==> src/irdc_pkg.sv <==
// Constants, types and layouts shared by the internal RAM and register space decoder.
// Assumes one 20 MHz clock and a synchronous active-high reset from the core.
package irdc_pkg;

	// Memory map
	localparam int          IRDC_RAM_BYTES   = 256;
	localparam int          IRDC_RAM_AW      = 8;
	localparam logic [7:0]  IRDC_BANK_BASE   = 8'h00;
	localparam logic [7:0]  IRDC_BIT_BASE    = 8'h20;
	localparam logic [7:0]  IRDC_GEN_BASE    = 8'h30;
	localparam logic [7:0]  IRDC_UPPER_BASE  = 8'h80;
	localparam int          IRDC_EXTENDED_DATA_RAM_BYTES  = 4096;
	localparam int          IRDC_DATA_BYTES  = 65536;
	localparam int          IRDC_FLASH_BYTES = 131072;
	localparam int          IRDC_FLASH_AW    = 17;

	// Status word fields
	localparam int          IRDC_BANK_LSB    = 3;
	localparam int          IRDC_BANK_MSB    = 4;
	localparam int          IRDC_PAR_BIT     = 0;

	// Register file layout
	localparam int          IRDC_SFR_COUNT   = 9;
	localparam int          IDX_STACK   = 0;
	localparam int          IDX_PTR0_LO = 1;
	localparam int          IDX_PTR0_HI = 2;
	localparam int          IDX_PTR1_LO = 3;
	localparam int          IDX_PTR1_HI = 4;
	localparam int          IDX_PTR_SEL = 5;
	localparam int          IDX_STATUS  = 6;
	localparam int          IDX_ARITH   = 7;
	localparam int          IDX_AUX     = 8;
	localparam logic [7:0]  IRDC_SFR_ADDR  [IRDC_SFR_COUNT] = '{8'h81, 8'h82, 8'h83, 8'h84, 8'h85,
		8'h86, 8'hD0, 8'hE0, 8'hF0};
	localparam logic [7:0]  IRDC_SFR_WMASK [IRDC_SFR_COUNT] = '{8'hFF, 8'hFF, 8'hFF, 8'hFF, 8'hFF,
		8'h01, 8'hDC, 8'hFF, 8'hFF};
	localparam logic [7:0]  IRDC_SFR_RESET [IRDC_SFR_COUNT] = '{8'h07, 8'h00, 8'h00, 8'h00, 8'h00,
		8'h00, 8'h00, 8'h00, 8'h00};

	typedef enum logic [1:0] {
		IRDC_DIRECT,
		IRDC_INDIRECT,
		IRDC_BIT,
		IRDC_BANKREG
	} irdc_mode_t;

	typedef enum logic {
		ST_IDLE,
		ST_FETCH
	} irdc_state_t;

	typedef struct packed {
		irdc_mode_t mode;
		logic       write;
		logic [7:0] addr;
		logic [7:0] wdata;
	} irdc_req_t;

	typedef struct packed {
		logic [7:0] stack_top_pointer;
		logic [7:0] data_ptr0_low;
		logic [7:0] data_ptr0_high;
		logic [7:0] data_ptr1_low;
		logic [7:0] data_ptr1_high;
		logic [7:0] data_ptr_select;
		logic [7:0] program_status_word;
		logic [7:0] main_arith_register;
		logic [7:0] mul_div_aux;
	} irdc_core_regs_t;

endpackage

==> src/irdc_ram.sv <==
// Single-port scratch RAM with registered read data.
// Assumes the caller may read and write one word in the same cycle; the read returns the old word.
module irdc_ram #(
	parameter int DEPTH = 256,
	parameter int WIDTH = 8,
	parameter int AW    = 8
) (
	// Clock
	input  wire logic             clock,
	// Access
	input  wire logic [AW-1:0]    addr,
	input  wire logic             we,
	input  wire logic [WIDTH-1:0] wdata,
	output logic      [WIDTH-1:0] rdata
);
	logic [WIDTH-1:0] mem_reg [DEPTH];

	if (DEPTH != (1 << AW)) begin : g_bad_depth
		$error("irdc_ram: DEPTH must equal 2**AW");
	end

	// No reset: contents are kept across core reset
	always_ff @(posedge clock) begin
		if (we) begin
			mem_reg[addr] <= wdata;
		end
		rdata <= mem_reg[addr];
	end
endmodule

==> src/irdc_sfr_cell.sv <==
// One byte of the special function register file with a write mask.
// Assumes writes arrive as single-cycle enables from the decoder.
module irdc_sfr_cell #(
	parameter logic [7:0] WMASK = 8'hFF,
	parameter logic [7:0] RESET = 8'h00
) (
	// Clock and reset
	input  wire logic       clock,
	input  wire logic       reset,
	// Write port
	input  wire logic       we,
	input  wire logic [7:0] wdata,
	output logic      [7:0] q
);
	always_ff @(posedge clock) begin
		if (reset) begin
			q <= RESET;
		end else if (we) begin
			q <= (q & ~WMASK) | (wdata & WMASK);
		end
	end
endmodule

==> src/irdc_top.sv <==
// Internal RAM and special function register space decoder of the core.
// Assumes the core holds a request until taken and samples the answer on ack_valid.
module irdc_top
	import irdc_pkg::*;
#(
	parameter int EXTENDED_DATA_RAM_BYTES  = IRDC_EXTENDED_DATA_RAM_BYTES,
	parameter int FLASH_BYTES = IRDC_FLASH_BYTES
) (
	// Clock and reset
	input  wire logic                        clock,
	input  wire logic                        reset,
	// Core access request
	input  wire logic                        req_valid,
	input  wire irdc_req_t                   req,
	output logic                             req_ready,
	// Core access answer
	output logic                             ack_valid,
	output logic      [7:0]                  ack_rdata,
	output logic                             ack_bit,
	// Register view for the core
	output irdc_core_regs_t                  core_regs,
	output logic      [1:0]                  bank_sel,
	// Data space decode
	input  wire logic [15:0]                 xaddr,
	output logic                             extended_data_ram_sel,
	output logic                             periph_sel,
	// Program space mapping
	input  wire logic                        code_bank,
	input  wire logic [15:0]                 code_addr,
	output logic      [IRDC_FLASH_AW-1:0]    flash_addr
);
	if (EXTENDED_DATA_RAM_BYTES < 1 || EXTENDED_DATA_RAM_BYTES > IRDC_DATA_BYTES) begin : g_bad_extended_data_ram
		$error("irdc_top: EXTENDED_DATA_RAM_BYTES out of data space");
	end
	if (FLASH_BYTES != (1 << IRDC_FLASH_AW)) begin : g_bad_flash
		$error("irdc_top: FLASH_BYTES must match flash address width");
	end

	irdc_state_t      state_reg;
	irdc_state_t      state_next;
	irdc_req_t        req_reg;
	logic [7:0]       ram_addr_reg;
	logic             is_ram_reg;
	logic [2:0]       bitsel_reg;
	logic [IRDC_SFR_COUNT-1:0] hit_reg;
	logic             ack_valid_reg;
	logic [7:0]       ack_rdata_reg;
	logic             ack_bit_reg;
	logic             extended_data_ram_sel_reg;
	logic [IRDC_FLASH_AW-1:0] flash_addr_reg;

	logic [7:0]       sfr_q  [IRDC_SFR_COUNT];
	logic [7:0]       sfr_rv [IRDC_SFR_COUNT];
	logic [7:0]       rd_chain [IRDC_SFR_COUNT+1];
	logic [IRDC_SFR_COUNT-1:0] hit_vec;
	logic [IRDC_SFR_COUNT-1:0] sfr_we;

	wire              take       = req_valid && (state_reg == ST_IDLE);
	wire              fetch      = (state_reg == ST_FETCH);
	wire [1:0]        bank       = sfr_q[IDX_STATUS][IRDC_BANK_MSB:IRDC_BANK_LSB];
	wire              parity     = ^sfr_q[IDX_ARITH];
	wire              mode_bit   = (req.mode == IRDC_BIT);

	// Region decode of the request
	wire              req_is_ram = (req.mode == IRDC_INDIRECT) || (req.mode == IRDC_BANKREG) ||
		(req.addr < IRDC_UPPER_BASE);
	wire [7:0]        bank_addr  = IRDC_BANK_BASE + {3'h0, bank, req.addr[2:0]};
	wire [7:0]        bit_byte   = req.addr[7] ? {req.addr[7:3], 3'h0} :
		IRDC_BIT_BASE + {4'h0, req.addr[6:3]};
	wire [7:0]        tgt_addr   = (req.mode == IRDC_BANKREG) ? bank_addr :
		mode_bit ? bit_byte : req.addr;

	// Data path of the second cycle
	wire [7:0]        ram_rdata;
	wire [7:0]        src_byte   = is_ram_reg ? ram_rdata : rd_chain[IRDC_SFR_COUNT];
	wire [7:0]        bit_mask   = 8'(8'h01 << bitsel_reg);
	wire [7:0]        merged     = (src_byte & ~bit_mask) | (req_reg.wdata[0] ? bit_mask : 8'h00);
	wire [7:0]        new_byte   = (req_reg.mode == IRDC_BIT) ? merged : req_reg.wdata;
	wire              ram_we     = fetch && is_ram_reg && req_reg.write;
	wire [7:0]        ram_addr   = fetch ? ram_addr_reg : tgt_addr;

	// Scratch RAM, 256 bytes
	irdc_ram #(
		.DEPTH (IRDC_RAM_BYTES),
		.WIDTH (8),
		.AW    (IRDC_RAM_AW)
	) u_ram (
		.clock (clock),
		.addr  (ram_addr),
		.we    (ram_we),
		.wdata (new_byte),
		.rdata (ram_rdata)
	);

	// Register file and read mux
	assign rd_chain[0] = 8'h00;
	for (genvar i = 0; i < IRDC_SFR_COUNT; i++) begin : g_sfr
		assign hit_vec[i] = !req_is_ram && ((mode_bit ? bit_byte : req.addr) == IRDC_SFR_ADDR[i]);
		assign sfr_we[i]  = fetch && hit_reg[i] && req_reg.write;
		assign sfr_rv[i]  = (i == IDX_STATUS) ? {sfr_q[i][7:1], parity} : sfr_q[i];
		assign rd_chain[i+1] = rd_chain[i] | (hit_reg[i] ? sfr_rv[i] : 8'h00);
		irdc_sfr_cell #(
			.WMASK (IRDC_SFR_WMASK[i]),
			.RESET (IRDC_SFR_RESET[i])
		) u_cell (
			.clock (clock),
			.reset (reset),
			.we    (sfr_we[i]),
			.wdata (new_byte),
			.q     (sfr_q[i])
		);
	end

	// Sequencer
	always_comb begin
		state_next = state_reg;
		case (state_reg)
			ST_IDLE: begin
				if (req_valid) begin
					state_next = ST_FETCH;
				end
			end
			ST_FETCH: begin
				state_next = ST_IDLE;
			end
			default: begin
				state_next = ST_IDLE;
			end
		endcase
	end

	always_ff @(posedge clock) begin
		if (reset) begin
			state_reg <= ST_IDLE;
		end else begin
			state_reg <= state_next;
		end
	end

	always_ff @(posedge clock) begin
		if (reset) begin
			req_reg      <= '0;
			ram_addr_reg <= 8'h00;
			is_ram_reg   <= 1'b0;
			bitsel_reg   <= 3'h0;
			hit_reg      <= '0;
		end else if (take) begin
			req_reg      <= req;
			ram_addr_reg <= tgt_addr;
			is_ram_reg   <= req_is_ram;
			bitsel_reg   <= req.addr[2:0];
			hit_reg      <= hit_vec;
		end
	end

	always_ff @(posedge clock) begin
		if (reset) begin
			ack_valid_reg <= 1'b0;
			ack_rdata_reg <= 8'h00;
			ack_bit_reg   <= 1'b0;
		end else begin
			ack_valid_reg <= fetch;
			if (fetch) begin
				ack_rdata_reg <= src_byte;
				ack_bit_reg   <= src_byte[bitsel_reg];
			end
		end
	end

	// Data and program space decode
	always_ff @(posedge clock) begin
		if (reset) begin
			extended_data_ram_sel_reg   <= 1'b0;
			flash_addr_reg <= '0;
		end else begin
			extended_data_ram_sel_reg   <= (32'(xaddr) < EXTENDED_DATA_RAM_BYTES);
			flash_addr_reg <= {code_bank, code_addr};
		end
	end

	assign req_ready  = (state_reg == ST_IDLE);
	assign ack_valid  = ack_valid_reg;
	assign ack_rdata  = ack_rdata_reg;
	assign ack_bit    = ack_bit_reg;
	assign extended_data_ram_sel   = extended_data_ram_sel_reg;
	assign periph_sel = !extended_data_ram_sel_reg;
	assign flash_addr = flash_addr_reg;
	assign bank_sel   = bank;
	assign core_regs  = '{stack_top_pointer: sfr_q[IDX_STACK], data_ptr0_low: sfr_q[IDX_PTR0_LO],
		data_ptr0_high: sfr_q[IDX_PTR0_HI], data_ptr1_low: sfr_q[IDX_PTR1_LO],
		data_ptr1_high: sfr_q[IDX_PTR1_HI], data_ptr_select: sfr_q[IDX_PTR_SEL],
		program_status_word: sfr_rv[IDX_STATUS], main_arith_register: sfr_q[IDX_ARITH],
		mul_div_aux: sfr_q[IDX_AUX]};
endmodule

==> config.mk <==
export PLATFORM = sky130hd
export DESIGN_NAME = irdc_top
export DESIGN_NICKNAME = d
export VERILOG_FILES = /design/src/irdc_pkg.sv /design/src/irdc_ram.sv /design/src/irdc_sfr_cell.sv /design/src/irdc_top.sv
export SDC_FILE = /design/constraint.sdc
export NUM_CORES = 2
export LEC_CHECK = 0
export ABC_AREA = 1
export BUFFER_PORTS_ARGS = -buffer_cell sky130_fd_sc_hd__buf_2
export CAP_MARGIN = 20
export CELL_PAD_IN_SITES_DETAIL_PLACEMENT = 1
export CELL_PAD_IN_SITES_GLOBAL_PLACEMENT = 2
export CORE_UTILIZATION = 38
export CTS_CLUSTER_SIZE = 40
export DETAILED_ROUTE_END_ITERATION = 8
export GPL_ROUTABILITY_DRIVEN = 0
export PLACE_DENSITY_LB_ADDON = 0.1
export RECOVER_POWER = 25
export SKIP_LAST_GASP = 1
export SLEW_MARGIN = 10
export SYNTH_ARGS = -nofsm -noshare
export SYNTH_HDL_FRONTEND = slang
export SYNTH_SLANG_ARGS = --single-unit
==> constraint.sdc <==
create_clock -name clock -period 12.15 [get_ports clock]
set_input_delay 1.215 -clock clock [delete_from_list [all_inputs] [get_ports clock]]
set_output_delay 1.215 -clock clock [all_outputs]
set_load 0.02 [all_outputs]
==> metrics.md <==
| Metric | Value |
|---|---|
| Pleak | `about 41 nW` |
| Max VDD drop | `approximately 120 µV` |
| Syn Area/Cell | `10.1 µm²` |
| Post-CTS Setup Bufs | `0` |
| Nets | `9002` |
| Library cells used by synthesis | `between 40 and 50` |
| Worst min-delay path class | `flip-flop to flip-flop` |
| Fin util | `0.431` |
| Die ar. | `between 200000 and 250000 µm²` |
| Min Clock Period, post-route | `8520 ps` |
| Reg area | `64100 µm²` |
| Placed Area | `about 95000 µm²` |
| Post-route ant nets | `0` |
| Area occupied by multi-input gates | `24300 µm²` |
| Synth Register Bits | `approximately 2200` |
| Row count | `between 150 and 200` |
| DR WL/cell | `24.2 µm` |
| Layout Skew | `roughly 30 ps` |
| Antenna violations before repair | `18` |
| Drc violations | `0` |
| Filler cells | `around 26000` |
| Cell Area, Synth | `roughly 91000 µm²` |
| Hpwl dp | `169000 µm` |
| Period utilization | `0.701` |
| Final Max Slew Viols | `610` |
| GRT Util Overall | `0.245` |
| Cts repair resizes | `0` |
| Skew-Pair Late Insertion Delay | `roughly 870 ps` |
| Status | `complete, but fails checks` |
| Critical Path RT | `between 10000 and 15000 ps` |
| Clk slew on worst S/H paths | `roughly 60 ps` |
| Top cells by area, synth | `edfxtp_1 68%, nand2_1 21%, dfxtp_1 2.9%, nor2_1 1.7%, clkbuf_1 1.4%` |
| Crit path kind | `flip-flop to flip-flop` |
| Drt total wl | `just under 300000 µm` |
| Pwr/cell area | `171 nW/µm²` |
| CP endpoint kind | `flip-flop` |
| RSZ-0062 raised after global routing | `no` |
| Number of enable flip-flop cells after synthesis | `just over 2000` |
| Total power | `between 0.015 and 0.02 W` |
| Biggest area consumer among synthesized cells | `edfxtp_1` |
| CTS tree | `done` |
| Least-Margin Pin Slew | `~5400 ps` |
| Hold Vio Cnt, Final | `0` |
| Root Buffer | `clkbuf_16` |
| Violations in the final reports | `capacitance limit, slew limit` |
| Crit path DAT | `9000 ps` |
| Area growth, synth to finish | `12.2%` |
| Io pins | `~160` |
| Maximum clock rate | `117 MHz` |
| Max_cap viols | `11` |
| Die H | `between 400 and 500 µm` |
| First-pass DRT Iterations | `5` |
| Final instance area | `slightly above 100000 µm²` |
| GRT Residual Overflow | `0` |
| Fraction of registers with async set/reset | `0` |
| Critical path launch point type | `flip-flop` |
| Total number of yosys warnings | `0` |
| Max-slew headroom | `-2.58` |
| Vias in the first global route | `between 60000 and 70000` |
| Post-synthesis sequential area ratio | `0.708` |
| Die X | `a little under 500 µm` |
| Setup-failing EPs final | `0` |
| Clk sinks | `about 2200` |
| Setup TNS | `0 ps` |
| Initial core utilization | `0.384` |
| Total CTS buffers | `238` |
| Commonest non-fill, non-tap cell in the layout | `nand2_1` |
| Synth top area share | `0.679` |
| Clock buffer depth | `3` |
| Dominant synthesized flop cell | `edfxtp_1` |
| Most frequent cells in the layout | `5088 x nand2_1, 2048 x edfxtp_1, 416 x nor2_1, 247 x clkbuf_16, 202 x nand3_1` |
| CP Max Fanout | `roughly 100` |
| Hold bufs inserted after CTS | `0` |
| Core ar. | `around 240000 µm²` |
| DR vias | `62850` |
| Fraction of layout cells with a size suffix above 1 | `0.0542` |
| Largest net degree at the start of global routing | `between 150 and 200` |
| I/O Buffers | `about 140` |
| Max reg flops | `between 2000 and 2500` |
| Hold_ws | `about 460 ps` |
| First-pass GRT wire length | `436000 µm` |
| H-tree depth | `4` |
| Via density | `approximately 5` |
| Synthesized instance count | `a little under 9000` |
| 1st-iter DRT viols | `about 4500` |
-- worst paths after layout --
| kind | from | end | slack, ps | depth (start not counted) |
|---|---|---|---|---|
| max reg2reg | hit_reg[1] | u_ram.mem_reg[14][1] | 3630 | 10 |
| max | hit_reg[1] | u_ram.mem_reg[14][1] | 3630 | 10 |
| min | req_reg[17] | req_reg[17] | 460 | 2 |
| min reg2reg | req_reg[17] | req_reg[17] | 460 | 2 |
-- critical path, cell delays in order, from the launching register on --
cell        delay (ps)
dfxtp_1            440
nand2_1            110
nand2_1             50
a221oi_1           270
nand4_1            200
o21ai_0            250
o211ai_1           180
o21ai_0            130
clkbuf_1           440
clkinvlp_2        4070
buf_4             1830
-- per-layer routing --
layer  up-vias  GRT usage  share of wire
li1      29294          -              -
met1     31885      0.338           0.45
met2      1291      0.409           0.48
met3       380     0.0292          0.042
met4         0     0.0609          0.024
met5         -          0              0
-- power breakdown --
part / internal (W) / leakage [nW] / total (W) / switching (W)
Sequential: 0.00838 / 19.4 / 0.00841 / 0.0000322
Combinational: 0.000400 / 17.6 / 0.00201 / 0.00161
Clock: 0.00391 / 3.61 / 0.00692 / 0.00301
Total: 0.0127 / 40.6 / 0.0173 / 0.00465
-- layout make-up --
| class | count | share of cell area |
|---|---|---|
| Antenna cell | 3 | 0.0000738 |
| Multi-Input combinational cell | 6146 | 0.239 |
| Timing Repair Buffer | 240 | 0.0146 |
| Sequential cell | 2179 | 0.631 |
| Clock inverter | 135 | 0.00863 |
| Tap cell | 3150 | 0.0388 |
| Inverter | 142 | 0.00540 |
| Clock buffer | 308 | 0.0633 |
-- per-stage QoR --
step | setup WS, ps | cells
after floorplan | 3100 | 8936
after detailed placement | 5490 | 11857
after global routing | 3160 | 12302
after global placement | 5480 | 11857
final | 3630 | 12303
after CTS | 5930 | 12300
-- synth_stat cells (2+ instances only) --
library cell	n
nand2_1	5105
edfxtp_1	2048
nor2_1	421
clkbuf_1	335
nand3_1	202
inv_1	136
dfxtp_1	131
o21ai_1	126
o21ai_0	113
buf_2	88
a21oi_1	70
buf_1	32
o21bai_1	29
buf_4	14
nand4_1	12
a22oi_1	6
nor2_2	6
xnor2_1	6
o22ai_1	5
a221oi_1	4
inv_2	4
o211ai_1	4
o311ai_0	4
nand2_2	3
nor3_1	3
a22o_1	2
clkinv_1	2
o2111ai_1	2
o31ai_1	2
-- cell families (layout without fill, tap and decap cells) --
kind of cell    count (synthesis)  after routing  share of synthesized area
xor+xnor                        7              7                   0.000677
simple gates                 5757           5757                      0.242
buf+inv                       611            825                     0.0271
flops                        2179           2179                      0.708
compound gates                373            373                     0.0225
other cells                     1             12                  0.0000414
Power figures use the tool's default switching activity.
